$ cat src/logic/lam_pkg.sv
// Purpose: Shared constants for the limit, alert and power-mode block
// Assumes: 16-bit registers on a decoded word-wide register port
// Notes:   Offsets are word addresses of the register port
package lam_pkg;

  localparam int DW = 16;
  localparam int AW = 8;
  localparam int NUM_THR = 6;
  localparam int THR_IW = 3;

  // Register word addresses
  localparam logic [AW-1:0] ADDR_GENERAL_SETUP = 8'h00;
  localparam logic [AW-1:0] ADDR_CONV_SETUP    = 8'h01;
  localparam logic [AW-1:0] ADDR_DIAG_FLAGS    = 8'h0B;
  localparam logic [AW-1:0] ADDR_THR_BASE      = 8'h0C;
  localparam logic [AW-1:0] ADDR_THR_LAST      = 8'h11;

  // Threshold entry indices
  localparam int TH_CUR_LO = 0;
  localparam int TH_CUR_HI = 1;
  localparam int TH_VBUS_HI = 2;
  localparam int TH_VBUS_LO = 3;
  localparam int TH_DIE_HOT = 4;
  localparam int TH_PWR_MAX = 5;

  // Threshold reset values, entry 0 in the low word
  localparam logic [NUM_THR-1:0][DW-1:0] THR_RST = {
    16'h7FFF,   // power_ceiling_threshold
    16'hFFFF,   // die_hot_threshold
    16'h0000,   // vbus_low_threshold
    16'h7FFF,   // vbus_high_threshold
    16'h7FFF,   // current_high_threshold
    16'h8000    // current_low_threshold
  };

  // general_setup_reg fields
  localparam int GEN_SOFT_RESET_BIT = 15;
  localparam logic [DW-1:0] GEN_SETUP_RST = 16'h0000;

  // conversion_setup_reg fields
  localparam int CONV_MODE_LSB = 0;
  localparam int CONV_MODE_W = 2;
  localparam logic [DW-1:0] CONV_SETUP_RST = 16'h0002;
  localparam logic [CONV_MODE_W-1:0] MODE_SHUTDOWN   = 2'h0;
  localparam logic [CONV_MODE_W-1:0] MODE_TRIGGERED  = 2'h1;
  localparam logic [CONV_MODE_W-1:0] MODE_CONTINUOUS = 2'h2;

  // diag_flags_reg bit positions
  localparam int DG_HOLD_EN    = 15;
  localparam int DG_DONE_AL_EN = 14;
  localparam int DG_AVG_CMP_EN = 13;
  localparam int DG_LEVEL_SEL  = 12;
  localparam int DG_ENERGY_OVF = 11;
  localparam int DG_COULOMB_OVF = 10;
  localparam int DG_ARITH_OVF  = 9;
  localparam int DG_TRIM_OK    = 8;
  localparam int DG_LIM_LSB    = 2;
  localparam int DG_DONE       = 1;
  localparam logic [3:0] DIAG_CTRL_RST = 4'h0;

  // Limit flag order inside the six-bit limit vector
  localparam int LF_CUR_UNDER = 0;
  localparam int LF_CUR_OVER  = 1;
  localparam int LF_VBUS_HIGH = 2;
  localparam int LF_VBUS_LOW  = 3;
  localparam int LF_DIE_HOT   = 4;
  localparam int LF_PWR_EXCESS = 5;

  typedef enum logic [1:0] {
    LAM_SHUT,
    LAM_TRIG,
    LAM_CONT
  } lam_conv_e;

endpackage : lam_pkg

$ cat src/logic/lam_thr_if.sv
// Purpose: Carrier between the control logic and the threshold store
// Assumes: One clock domain
// Notes:   All six limits are visible in parallel for comparison
`timescale 1ns/1ps
interface lam_thr_if;
  logic                                        clear;
  logic                                        we;
  logic [lam_pkg::THR_IW-1:0]                  waddr;
  logic [lam_pkg::DW-1:0]                      wdata;
  logic [lam_pkg::THR_IW-1:0]                  raddr;
  logic [lam_pkg::DW-1:0]                      rdata;
  logic [lam_pkg::NUM_THR-1:0][lam_pkg::DW-1:0] thr;

  modport ctrl  (output clear, we, waddr, wdata, raddr, input rdata, thr);
  modport store (input clear, we, waddr, wdata, raddr, output rdata, thr);
endinterface : lam_thr_if

$ cat src/logic/lam_thr_regs.sv
// Purpose: Six signed threshold words with registered read data
// Assumes: clear is the combined power-on and soft reset
// Notes:   Unused index reads give zero
`timescale 1ns/1ps
module lam_thr_regs (
  // Clock; reset arrives as clear on the carrier
  input  wire logic ref_clk,
  // Store side of the carrier
  lam_thr_if.store  tb
);

  genvar gi;
  generate
    for (gi = 0; gi < lam_pkg::NUM_THR; gi++) begin : g_thr
      always_ff @(posedge ref_clk) begin
        if (tb.clear) begin
          tb.thr[gi] <= lam_pkg::THR_RST[gi];
        end else if (tb.we && (tb.waddr == lam_pkg::THR_IW'(gi))) begin
          tb.thr[gi] <= tb.wdata;
        end
      end
    end
  endgenerate

  always_ff @(posedge ref_clk) begin
    if (tb.clear) begin
      tb.rdata <= '0;
    end else if (tb.raddr < lam_pkg::THR_IW'(lam_pkg::NUM_THR)) begin
      tb.rdata <= tb.thr[tb.raddr];
    end else begin
      tb.rdata <= '0;
    end
  end

endmodule : lam_thr_regs

$ cat src/logic/lam_top.sv
// Purpose: Limit checking, alert pin and conversion mode control
// Assumes: Register port is the decoded serial access; ADC strobes share ref_clk
// Notes:   Read data appears two cycles after the read strobe
`timescale 1ns/1ps
module lam_top (
  // Clock and reset
  input  wire logic                    ref_clk,
  input  wire logic                    srst,
  // Register port
  input  wire logic [lam_pkg::AW-1:0]  reg_addr,
  input  wire logic                    reg_wr,
  input  wire logic                    reg_rd,
  input  wire logic [lam_pkg::DW-1:0]  reg_wdata,
  output logic      [lam_pkg::DW-1:0]  reg_rdata,
  output logic                         reg_rvalid,
  // Single-conversion results
  input  wire logic                    sample_strobe,
  input  wire logic [lam_pkg::DW-1:0]  raw_current,
  input  wire logic [lam_pkg::DW-1:0]  raw_vbus,
  input  wire logic [lam_pkg::DW-1:0]  raw_temp,
  input  wire logic [lam_pkg::DW-1:0]  raw_power,
  // Averaged results
  input  wire logic                    result_strobe,
  input  wire logic [lam_pkg::DW-1:0]  avg_current,
  input  wire logic [lam_pkg::DW-1:0]  avg_vbus,
  input  wire logic [lam_pkg::DW-1:0]  avg_temp,
  input  wire logic [lam_pkg::DW-1:0]  avg_power,
  // Datapath events
  input  wire logic                    conv_done,
  input  wire logic                    arith_ovf_evt,
  input  wire logic                    energy_ovf_evt,
  input  wire logic                    coulomb_ovf_evt,
  input  wire logic                    trim_status,
  // Converter control
  output logic                         adc_enable,
  output logic                         adc_restart,
  // Open-drain alert pin
  output logic                         alert_o,
  output logic                         alert_oe
);

  localparam int LIM_N = lam_pkg::NUM_THR;

  // Combined register reset
  logic                         soft_rst_q;
  logic                         rst_all;
  assign rst_all = srst | soft_rst_q;

  // Register access decode
  logic                         wr_gen;
  logic                         wr_conv;
  logic                         wr_diag;
  logic                         wr_thr;
  logic                         rd_diag;
  logic                         addr_is_thr;
  logic [lam_pkg::AW-1:0]       thr_off;
  logic [lam_pkg::CONV_MODE_W-1:0] new_mode;

  assign addr_is_thr = (reg_addr >= lam_pkg::ADDR_THR_BASE) && (reg_addr <= lam_pkg::ADDR_THR_LAST);
  assign thr_off     = reg_addr - lam_pkg::ADDR_THR_BASE;
  assign wr_gen      = reg_wr && (reg_addr == lam_pkg::ADDR_GENERAL_SETUP);
  assign wr_conv     = reg_wr && (reg_addr == lam_pkg::ADDR_CONV_SETUP);
  assign wr_diag     = reg_wr && (reg_addr == lam_pkg::ADDR_DIAG_FLAGS);
  assign wr_thr      = reg_wr && addr_is_thr;
  assign rd_diag     = reg_rd && (reg_addr == lam_pkg::ADDR_DIAG_FLAGS);
  assign new_mode    = reg_wdata[lam_pkg::CONV_MODE_LSB +: lam_pkg::CONV_MODE_W];

  // Threshold store
  lam_thr_if thr_bus ();

  assign thr_bus.clear = rst_all;
  assign thr_bus.we    = wr_thr;
  assign thr_bus.waddr = thr_off[lam_pkg::THR_IW-1:0];
  assign thr_bus.wdata = reg_wdata;
  assign thr_bus.raddr = thr_off[lam_pkg::THR_IW-1:0];

  lam_thr_regs u_thr (
    .ref_clk (ref_clk),
    .tb      (thr_bus)
  );

  // Soft reset pulse, self clearing
  always_ff @(posedge ref_clk) begin
    if (srst) begin
      soft_rst_q <= 1'b0;
    end else begin
      soft_rst_q <= wr_gen && reg_wdata[lam_pkg::GEN_SOFT_RESET_BIT];
    end
  end

  // General setup storage; reset bit never stored
  logic [lam_pkg::DW-1:0]       gen_setup;
  always_ff @(posedge ref_clk) begin
    if (rst_all) begin
      gen_setup <= lam_pkg::GEN_SETUP_RST;
    end else if (wr_gen) begin
      gen_setup <= reg_wdata & ~(lam_pkg::DW'(1) << lam_pkg::GEN_SOFT_RESET_BIT);
    end
  end

  // Conversion setup storage
  logic [lam_pkg::DW-1:0]       conv_setup;
  always_ff @(posedge ref_clk) begin
    if (rst_all) begin
      conv_setup <= lam_pkg::CONV_SETUP_RST;
    end else if (wr_conv) begin
      conv_setup <= reg_wdata;
    end
  end

  // Alert configuration bits in diag flags
  logic                         hold_assert_enable;
  logic                         done_alert_enable;
  logic                         averaged_compare_enable;
  logic                         assert_level_select;
  always_ff @(posedge ref_clk) begin
    if (rst_all) begin
      {hold_assert_enable, done_alert_enable, averaged_compare_enable, assert_level_select}
        <= lam_pkg::DIAG_CTRL_RST;
    end else if (wr_diag) begin
      hold_assert_enable      <= reg_wdata[lam_pkg::DG_HOLD_EN];
      done_alert_enable       <= reg_wdata[lam_pkg::DG_DONE_AL_EN];
      averaged_compare_enable <= reg_wdata[lam_pkg::DG_AVG_CMP_EN];
      assert_level_select     <= reg_wdata[lam_pkg::DG_LEVEL_SEL];
    end
  end

  // Conversion mode machine
  lam_pkg::lam_conv_e           conv_state;
  lam_pkg::lam_conv_e           next_conv_state;

  always_comb begin
    next_conv_state = conv_state;
    if (wr_conv) begin
      case (new_mode)
        lam_pkg::MODE_TRIGGERED:  next_conv_state = lam_pkg::LAM_TRIG;
        lam_pkg::MODE_CONTINUOUS: next_conv_state = lam_pkg::LAM_CONT;
        default:                  next_conv_state = lam_pkg::LAM_SHUT;
      endcase
    end else begin
      case (conv_state)
        lam_pkg::LAM_TRIG: begin
          if (conv_done) begin
            next_conv_state = lam_pkg::LAM_SHUT;
          end
        end
        lam_pkg::LAM_CONT: next_conv_state = lam_pkg::LAM_CONT;
        lam_pkg::LAM_SHUT: next_conv_state = lam_pkg::LAM_SHUT;
        default:           next_conv_state = lam_pkg::LAM_SHUT;
      endcase
    end
  end

  always_ff @(posedge ref_clk) begin
    if (rst_all) begin
      conv_state <= lam_pkg::LAM_CONT;
    end else begin
      conv_state <= next_conv_state;
    end
  end

  // Converter control outputs
  always_ff @(posedge ref_clk) begin
    if (rst_all) begin
      adc_enable  <= 1'b0;
      adc_restart <= 1'b0;
    end else begin
      adc_enable  <= (next_conv_state != lam_pkg::LAM_SHUT);
      adc_restart <= wr_conv && (new_mode != lam_pkg::MODE_SHUTDOWN);
    end
  end

  // Compare source selection
  logic                         cmp_go;
  logic signed [lam_pkg::DW-1:0] c_cur;
  logic signed [lam_pkg::DW-1:0] c_vbus;
  logic signed [lam_pkg::DW-1:0] c_temp;
  logic signed [lam_pkg::DW-1:0] c_pwr;

  assign cmp_go = averaged_compare_enable ? result_strobe : sample_strobe;
  assign c_cur  = averaged_compare_enable ? avg_current : raw_current;
  assign c_vbus = averaged_compare_enable ? avg_vbus    : raw_vbus;
  assign c_temp = averaged_compare_enable ? avg_temp    : raw_temp;
  assign c_pwr  = averaged_compare_enable ? avg_power   : raw_power;

  // Signed limit comparisons
  logic [LIM_N-1:0]             cmp_hit;
  always_comb begin
    cmp_hit = '0;
    cmp_hit[lam_pkg::LF_CUR_UNDER]  = c_cur  < $signed(thr_bus.thr[lam_pkg::TH_CUR_LO]);
    cmp_hit[lam_pkg::LF_CUR_OVER]   = c_cur  > $signed(thr_bus.thr[lam_pkg::TH_CUR_HI]);
    cmp_hit[lam_pkg::LF_VBUS_HIGH]  = c_vbus > $signed(thr_bus.thr[lam_pkg::TH_VBUS_HI]);
    cmp_hit[lam_pkg::LF_VBUS_LOW]   = c_vbus < $signed(thr_bus.thr[lam_pkg::TH_VBUS_LO]);
    cmp_hit[lam_pkg::LF_DIE_HOT]    = c_temp > $signed(thr_bus.thr[lam_pkg::TH_DIE_HOT]);
    cmp_hit[lam_pkg::LF_PWR_EXCESS] = c_pwr  > $signed(thr_bus.thr[lam_pkg::TH_PWR_MAX]);
  end

  // Limit status flags
  logic [LIM_N-1:0]             lim_flags;
  always_ff @(posedge ref_clk) begin
    if (rst_all) begin
      lim_flags <= '0;
    end else if (hold_assert_enable) begin
      if (cmp_go) begin
        // New hit wins over a clearing read
        lim_flags <= (rd_diag ? '0 : lim_flags) | cmp_hit;
      end else if (rd_diag) begin
        lim_flags <= '0;
      end
    end else if (cmp_go) begin
      lim_flags <= cmp_hit;
    end
  end

  // Conversion done flag
  logic                         done_flag;
  logic                         done_clear;
  assign done_clear = (wr_conv && (new_mode != lam_pkg::MODE_SHUTDOWN)) || rd_diag;

  always_ff @(posedge ref_clk) begin
    if (rst_all) begin
      done_flag <= 1'b0;
    end else if (conv_done) begin
      done_flag <= 1'b1;
    end else if (done_clear) begin
      done_flag <= 1'b0;
    end
  end

  // Overflow flags, sticky until a diag read
  logic                         arith_overflow_flag;
  logic                         energy_accum_overflow_flag;
  logic                         coulomb_overflow_flag;
  always_ff @(posedge ref_clk) begin
    if (rst_all) begin
      arith_overflow_flag        <= 1'b0;
      energy_accum_overflow_flag <= 1'b0;
      coulomb_overflow_flag      <= 1'b0;
    end else begin
      arith_overflow_flag        <= arith_ovf_evt   | (arith_overflow_flag        & ~rd_diag);
      energy_accum_overflow_flag <= energy_ovf_evt  | (energy_accum_overflow_flag & ~rd_diag);
      coulomb_overflow_flag      <= coulomb_ovf_evt | (coulomb_overflow_flag      & ~rd_diag);
    end
  end

  // Trim memory health, from the same clock domain
  logic                         trim_memory_ok;
  always_ff @(posedge ref_clk) begin
    if (rst_all) begin
      trim_memory_ok <= 1'b0;
    end else begin
      trim_memory_ok <= trim_status;
    end
  end

  // Alert source: limits and done events only
  logic                         alert_raw;
  logic                         alert_hold;
  logic                         alert_act;
  assign alert_raw = (|lim_flags) | (done_alert_enable & done_flag);

  always_ff @(posedge ref_clk) begin
    if (rst_all) begin
      alert_hold <= 1'b0;
    end else if (hold_assert_enable && alert_raw && !rd_diag) begin
      alert_hold <= 1'b1;
    end else if (rd_diag || !hold_assert_enable) begin
      alert_hold <= 1'b0;
    end
  end

  assign alert_act = alert_raw | alert_hold;

  // Pin pulls low when the active level is low and alert is on, or vice versa
  always_ff @(posedge ref_clk) begin
    if (rst_all) begin
      alert_o  <= 1'b0;
      alert_oe <= 1'b0;
    end else begin
      alert_o  <= 1'b0;
      alert_oe <= alert_act ^ assert_level_select;
    end
  end

  // Diag flags read view
  logic [lam_pkg::DW-1:0]       diag_view;
  always_comb begin
    diag_view = '0;
    diag_view[lam_pkg::DG_HOLD_EN]     = hold_assert_enable;
    diag_view[lam_pkg::DG_DONE_AL_EN]  = done_alert_enable;
    diag_view[lam_pkg::DG_AVG_CMP_EN]  = averaged_compare_enable;
    diag_view[lam_pkg::DG_LEVEL_SEL]   = assert_level_select;
    diag_view[lam_pkg::DG_ENERGY_OVF]  = energy_accum_overflow_flag;
    diag_view[lam_pkg::DG_COULOMB_OVF] = coulomb_overflow_flag;
    diag_view[lam_pkg::DG_ARITH_OVF]   = arith_overflow_flag;
    diag_view[lam_pkg::DG_TRIM_OK]     = trim_memory_ok;
    diag_view[lam_pkg::DG_LIM_LSB +: LIM_N] = lim_flags;
    diag_view[lam_pkg::DG_DONE]        = done_flag;
  end

  // Read pipeline stage one
  logic [lam_pkg::DW-1:0]       rd_local;
  logic                         rd_sel_thr;
  logic                         rd_pend;
  always_ff @(posedge ref_clk) begin
    if (rst_all) begin
      rd_local   <= '0;
      rd_sel_thr <= 1'b0;
      rd_pend    <= 1'b0;
    end else begin
      rd_pend    <= reg_rd;
      rd_sel_thr <= addr_is_thr;
      if (reg_addr == lam_pkg::ADDR_GENERAL_SETUP) begin
        rd_local <= gen_setup;
      end else if (reg_addr == lam_pkg::ADDR_CONV_SETUP) begin
        rd_local <= conv_setup;
      end else if (reg_addr == lam_pkg::ADDR_DIAG_FLAGS) begin
        rd_local <= diag_view;
      end else begin
        rd_local <= '0;
      end
    end
  end

  // Read pipeline stage two
  always_ff @(posedge ref_clk) begin
    if (rst_all) begin
      reg_rdata  <= '0;
      reg_rvalid <= 1'b0;
    end else begin
      reg_rvalid <= rd_pend;
      if (rd_pend) begin
        reg_rdata <= rd_sel_thr ? thr_bus.rdata : rd_local;
      end
    end
  end

endmodule : lam_top

$ cat config.mk
export PLATFORM = sky130hd
export DESIGN_NAME = lam_top
export DESIGN_NICKNAME = d
export VERILOG_FILES = /design/src/logic/lam_pkg.sv /design/src/logic/lam_thr_if.sv /design/src/logic/lam_thr_regs.sv /design/src/logic/lam_top.sv
export SDC_FILE = /design/constraint.sdc
export NUM_CORES = 1
export LEC_CHECK = 0
export BUFFER_PORTS_ARGS = -buffer_cell sky130_fd_sc_hd__buf_4
export CAP_MARGIN = 10
export CELL_PAD_IN_SITES_DETAIL_PLACEMENT = 1
export CELL_PAD_IN_SITES_GLOBAL_PLACEMENT = 2
export CORE_ASPECT_RATIO = 0.8
export CORE_MARGIN = 4
export CORE_UTILIZATION = 34
export DETAILED_ROUTE_END_ITERATION = 12
export HOLD_SLACK_MARGIN = 0.15
export PLACE_DENSITY = 0.85
export SYNTH_ARGS = -nofsm -noshare
export SYNTH_HDL_FRONTEND = slang
export SYNTH_SLANG_ARGS = --single-unit
$ cat constraint.sdc
create_clock -name ref_clk -period 3.25 [get_ports ref_clk]
set_input_delay 0.65 -clock ref_clk [delete_from_list [all_inputs] [get_ports ref_clk]]
set_output_delay 0.65 -clock ref_clk [all_outputs]
set_load 0.03 [all_outputs]
# Yosys cells after proc, flatten, opt, wreduce, memory -nomap -nowiden
# Cells that the tools add are included.
[word_totals]
regBits = 200
input_bits = 163
out_inout_bits = 21
[classes]
add_sub_neg = 1
magnitude_cmp = 10
eq_ne = 11
n_mux = 23
bitwise_logic = 14
reduce_logical = 30
[ops]
columns = ["cell", "count"]
rows = [
  ["2-to-1 mux 16 bit", 8],
  ["> comparator 16 bit", 4],
  ["binary-select mux 16 bit (select 3 bit)", 1],
  ["less-than comparator 16 bit", 2],
  ["2-to-1 mux 6 bit", 4],
  ["logical AND 1 bit", 16],
  ["2-to-1 mux 15 bit", 1],
  ["nonzero test 2 bit", 5],
  ["== test 8 x 1 -> 1 bit (second input constant)", 1],
  ["== test 8 x 4 -> 1 bit (second input constant)", 1],
  ["greater-or-equal comparator 8 x 4 -> 1 bit (second input constant)", 1],
  ["<= comparator 8 x 5 -> 1 bit (second input constant)", 1],
  ["zero test 8 bit", 1],
  ["case mux 2 bit (2 select lines)", 2],
  ["== test 3 x 2 -> 1 bit (second input constant)", 2],
  ["== test 3 bit (second input constant)", 2],
  ["bitwise OR 1 bit", 6],
  ["bitwise OR 6 bit", 1],
  ["OR reduction 6 bit", 1],
  ["2-to-1 mux 1 bit", 5],
  ["bitwise AND 1 bit", 4],
  ["== test 2 x 1 -> 1 bit (second input constant)", 2],
  ["== test 2 bit (second input constant)", 2],
  ["less-than comparator 3 x 4 -> 1 bit (second input constant)", 1],
  ["10 further kinds", 15],
]

# Depth between registers and ports, before layout
[depth]
word_depth = 6
ltp_mapped = 11

# Modules after synthesis
# A second synthesis with hierarchy kept.
[hier_totals]
cells_unflattened = 1298
hier_area_um2 = 11323.4
[modules_own_cells]
columns = ["mod", "n_inst", "cells_per_inst", "area_each_um2"]
rows = [
  ["lam_top", 1, 828, 6631.4],
  ["lam_thr_regs", 1, 470, 4692.0],
]

# Least setup slack after synthesis
# OpenSTA, ideal clock, no wires.
[synth_timing]
path_kind = "register to register"
start = "reg averaged_compare_enable"
end = "reg lim_flags[4]"
setup_ps = 87
arrival_ps = 2926
required_time_ps = 3163
path_slack_ps = 237
path_stages_with_launch = 12
n_path_buf = 3
path_cell_list = "dfxtp_1 clkbuf_1 clkbuf_1 clkbuf_1 mux2_2 ha_1 and4_1 nand2_1 or3_1 a21o_1 and3_1 o31ai_1"
[synth_via]
elab_chain_len = 5
elab_cells_between_ends = 8
classes_between = "order compare (1); mux (5); bitwise (1); reduce/logical (1)"
[synth_lines]
columns = ["item", "line", "text"]
rows = [
  ["start, declared", "lam_top.sv:114", "logic averaged_compare_enable;"],
  ["start signal, assigned", "lam_top.sv:123", "averaged_compare_enable <= reg_wdata[lam_pkg::DG_AVG_CMP_EN];"],
  ["2-to-1 mux 16 bit", "lam_top.sv:183", "assign c_temp = averaged_compare_enable ? avg_temp : raw_temp;"],
  ["> comparator 16 bit", "lam_top.sv:194", "cmp_hit[lam_pkg::LF_DIE_HOT] = c_temp > $signed(thr_bus.thr[lam_pkg::TH_DIE_HOT]);"],
  ["bitwise OR 6 bit", "lam_top.sv:206", "lim_flags <= (rd_diag ? '0 : lim_flags) | cmp_hit;"],
  ["2-to-1 mux 6 bit", "lam_top.sv:204", "if (cmp_go) begin"],
  ["2-to-1 mux 6 bit", "lam_top.sv:203", "end else if (hold_assert_enable) begin"],
  ["end signal, assigned", "lam_top.sv:206", ""],
  ["end signal, assigned", "lam_top.sv:211", "lim_flags <= cmp_hit;"],
  ["end, declared", "lam_top.sv:199", "logic [LIM_N-1:0] lim_flags;"],
]
# Parallel ways exist; a longest one is shown, timed or not. The select of a mux whose other input is x is not followed.
# A chain may end at the register's enable or synchronous reset.

# Worst setup path in the final report
# Ends and elaborated chain as after synthesis.

==> impl_metrics.tcl <==
set metrics [dict create \
    drt-initial-drc-count 730 \
    syn2layout_area_growth_pct 21.17 \
    critPathSlowestCell "sky130_fd_sc_hd__dfxtp_4" \
    wl_cell_um 21.22 \
    synth-edff-count 0 \
    period_needed_ps 2900 \
    slew_viol_final 0 \
    grt_overflow 0 \
    critical-path-max-stage-delay_ps 650 \
    worst_ir_drop_vdd_uv 331.4 \
    synthTopCellsByArea "sky130_fd_sc_hd__dfxtp_1 37%, sky130_fd_sc_hd__ha_1 11%, sky130_fd_sc_hd__nand2_1 8.6%" \
    synth_largest_area_cell "sky130_fd_sc_hd__dfxtp_1" \
    rsz0062_at_grt "false" \
    cts_tree "done" \
    place.detailed.hpwl_mm 29.46 \
    drive_above_1_share_pct 23.10 \
    deepest_level_of_the_cts_h_tree 4 \
    tightest_slew_ps 1174 \
    power_per_cell_area_nw_per_um2 401.4 \
    cts_root_buf "sky130_fd_sc_hd__clkbuf_16" \
    setup-violations-final 0 \
    groute.usage.overall_pct 21.96 \
    route.vias.total 9874 \
    maxCapViolCount 0 \
    routed_via_density 5.355 \
    max_slew_margin_pct 21.61 \
    drc 0 \
    timing.critical_path.arrival_ps 3260 \
    synth_cells 1280 \
    leakage_nw 5.688 \
    ys.warnings.count 0 \
    detail-route-antenna-nets 0 \
    critical_path.cell_chain "buf_12, mux2_2, ha_1, and4_1, nand2_1, or3_1, a21o_1, and3_1, o31ai_1" \
    gpl.final_weighted_congestion 0.8332 \
    numCtsBuffers 17 \
    cp-end-kind "register" \
    ys_types 46 \
    synth-seq-area-share_pct 36.74 \
    grt_start_max_net_pins 69 \
    std_cell_rows 58 \
    postSynthNetCount 1537 \
    placedCellCount 1813 \
    critical_path_peak_fanout 27 \
    leading_cell_types_by_count_after_synthesis "250 x sky130_fd_sc_hd__nand2_1, 200 x sky130_fd_sc_hd__dfxtp_1, 105 x sky130_fd_sc_hd__a21oi_1, 94 x sky130_fd_sc_hd__ha_1, 93 x sky130_fd_sc_hd__inv_1" \
    synthDominantCellAreaShare_pct 36.74 \
    yosys.cell_count.top_type "sky130_fd_sc_hd__nand2_1" \
    port_buffers 182 \
    required_ps 3610 \
    grt_antenna_before_repair 2 \
    synth.cell_area_um2 10900 \
    layout.cells.non_filler 1844 \
    yosys_most_used_dff "sky130_fd_sc_hd__dfxtp_1" \
    num-fill-cells 3739 \
    critical_path_class "register to register" \
    die_h_um 168.1 \
    path_clk_slew_ps 80 \
    finish.net_count 1669 \
    cts_hold_repair_buffers 0 \
    drt_first_pass_iters 5 \
    top_level_ports 184 \
    dieWidth_um 208.2 \
    wirelength_mm 39.13 \
    grt_pass1_vias 10120 \
    critical_path.startpoint_type "register" \
    tns_ps 0 \
    final-hold-violation-count 0 \
    design.die.area_um2 35000 \
    cts_setup_buffers 0 \
    start_util_pct 34.61 \
    insertion_delay_ps 450 \
    timing.fmax_mhz 344.9 \
    synthArstFlopShare_pct 0 \
    post_cts_resized 0 \
    clock_tree.buffer_depth 2 \
    numClockSinks 200 \
    ys_ff_latch 200 \
    status "finished clean" \
    n_antenna_cell 0 \
    grt_first_pass_wirelength_mm 59.81 \
    clock_skew_ps 11.44 \
    min_path_type "primary input to register" \
    core_region_area_um2 31500 \
    synthesis.area_per_instance_um2 8.515 \
    timing.final.crit_share_pct 89.22 \
]
-- critical path, delay by kind of cell (launching register included) --
kind,cells,cell delay (ps)
AO/OA/AOI/OAI,2,360
adder cells (fa/ha/maj),1,320
buffers and inverters,1,220
flip-flops,1,650
multiplexers,1,350
AND/OR/NAND/NOR,4,880
-- power by group --
part | switching, W | internal (W) | leakage, nW | total, W
registers | 0.0000323 | 0.00249 | 1.62 | 0.00252
clock network | 0.00104 | 0.00108 | 0.272 | 0.00212
logic | 0.000361 | 0.000301 | 3.79 | 0.000662
-- registers in the layout, indices dropped and copies added, names as in the netlist, 2 cells and up --
| signal | count |
|---|---|
| u_thr.tb.rdata | 16 |
| gen_setup | 15 |
| u_thr.tb.thr | 96 |
| rd_local | 16 |
| reg_rdata | 16 |
| lim_flags | 6 |
| conv_state | 2 |
| conv_setup | 16 |
-- metal layers --
metal,GRT usage [%],share of wire (%),vias to the layer above
met2,36.19,46,278
met5,0,0.069,-
met1,29.89,47,4840
met4,5.253,1.7,4
met3,4.359,5.4,40
li1,-,-,4712
-- final timing paths --
check                                from            to  slack (ps)  cells past startpoint
setup / recovery  averaged_compare_enable  lim_flags[4]         350                      9
hold / removal                       srst    soft_rst_q         400                      2
setup reg to reg  averaged_compare_enable  lim_flags[4]         350                      9
hold reg to reg              gen_setup[3]  gen_setup[3]         460                      2
-- kinds of logic after synthesis --
group	Yosys count	synth area share, %
muxes	118	13.37
other	1	0.03441
xor gates and xnor gates	2	0.1607
buffers and inverters	187	6.773
DFF	200	36.74
AOI/OAI and AO/OA	277	16.05
adders and majority gates	94	10.79
and+or+nand+nor	401	16.08
-- stage by stage --
stage | total power, W | setup slack (ps) | cell area (um2) | util (%) | hold WS (ps)
detailed placement | 0.003240 | 390.4 | 12640 | 40.12 | 447.5
finish | 0.005301 | 350.3 | 13210 | 41.93 | 400.5
global placement | 0.003226 | 470.9 | 12640 | 40.12 | 443.5
global route | 0.005500 | 236.1 | 13210 | 41.93 | 375.5
CTS | 0.005332 | 356.1 | 13210 | 41.93 | 383.3
floorplan | 0.002899 | 237.1 | 10900 | - | 430.5
-- cell usage in the layout (no fill, tap or decap), types with 4 or more instances in the layout --
master / n
sky130_fd_sc_hd__a211oi_1: 24
sky130_fd_sc_hd__ha_1: 94
sky130_fd_sc_hd__and3_1: 10
sky130_fd_sc_hd__nor3b_1: 4
sky130_fd_sc_hd__clkbuf_16: 17
sky130_fd_sc_hd__nand2_1: 250
sky130_fd_sc_hd__mux2i_1: 41
sky130_fd_sc_hd__a21o_1: 13
sky130_fd_sc_hd__o211ai_1: 47
sky130_fd_sc_hd__nor2b_1: 4
sky130_fd_sc_hd__a21oi_1: 105
sky130_fd_sc_hd__and2_1: 6
sky130_fd_sc_hd__and4_1: 6
sky130_fd_sc_hd__nor3_1: 9
sky130_fd_sc_hd__mux4_2: 16
sky130_fd_sc_hd__a22oi_1: 31
sky130_fd_sc_hd__o21ai_0: 33
sky130_fd_sc_hd__nand2b_1: 5
sky130_fd_sc_hd__o31ai_1: 4
sky130_fd_sc_hd__buf_4: 205
sky130_fd_sc_hd__nor2_1: 55
sky130_fd_sc_hd__nand4_1: 12
sky130_fd_sc_hd__dfxtp_1: 199
sky130_fd_sc_hd__a31oi_1: 6
sky130_fd_sc_hd__or3_1: 5
sky130_fd_sc_hd__nand3_1: 21
sky130_fd_sc_hd__mux2_2: 61
sky130_fd_sc_hd__inv_1: 93
-- layout make-up --
type,count,area (um2),area share (%)
clock buffers,17,425.4,3.221
inverters,93,349.1,2.643
well taps,420,525.5,3.979
repair buffers,207,1579,11.96
flip-flops and latches,200,4008,30.35
clock inverters,14,145.1,1.099
multi-input cells,893,6175,46.76
Note: power is estimated with default switching activity, not from simulation.
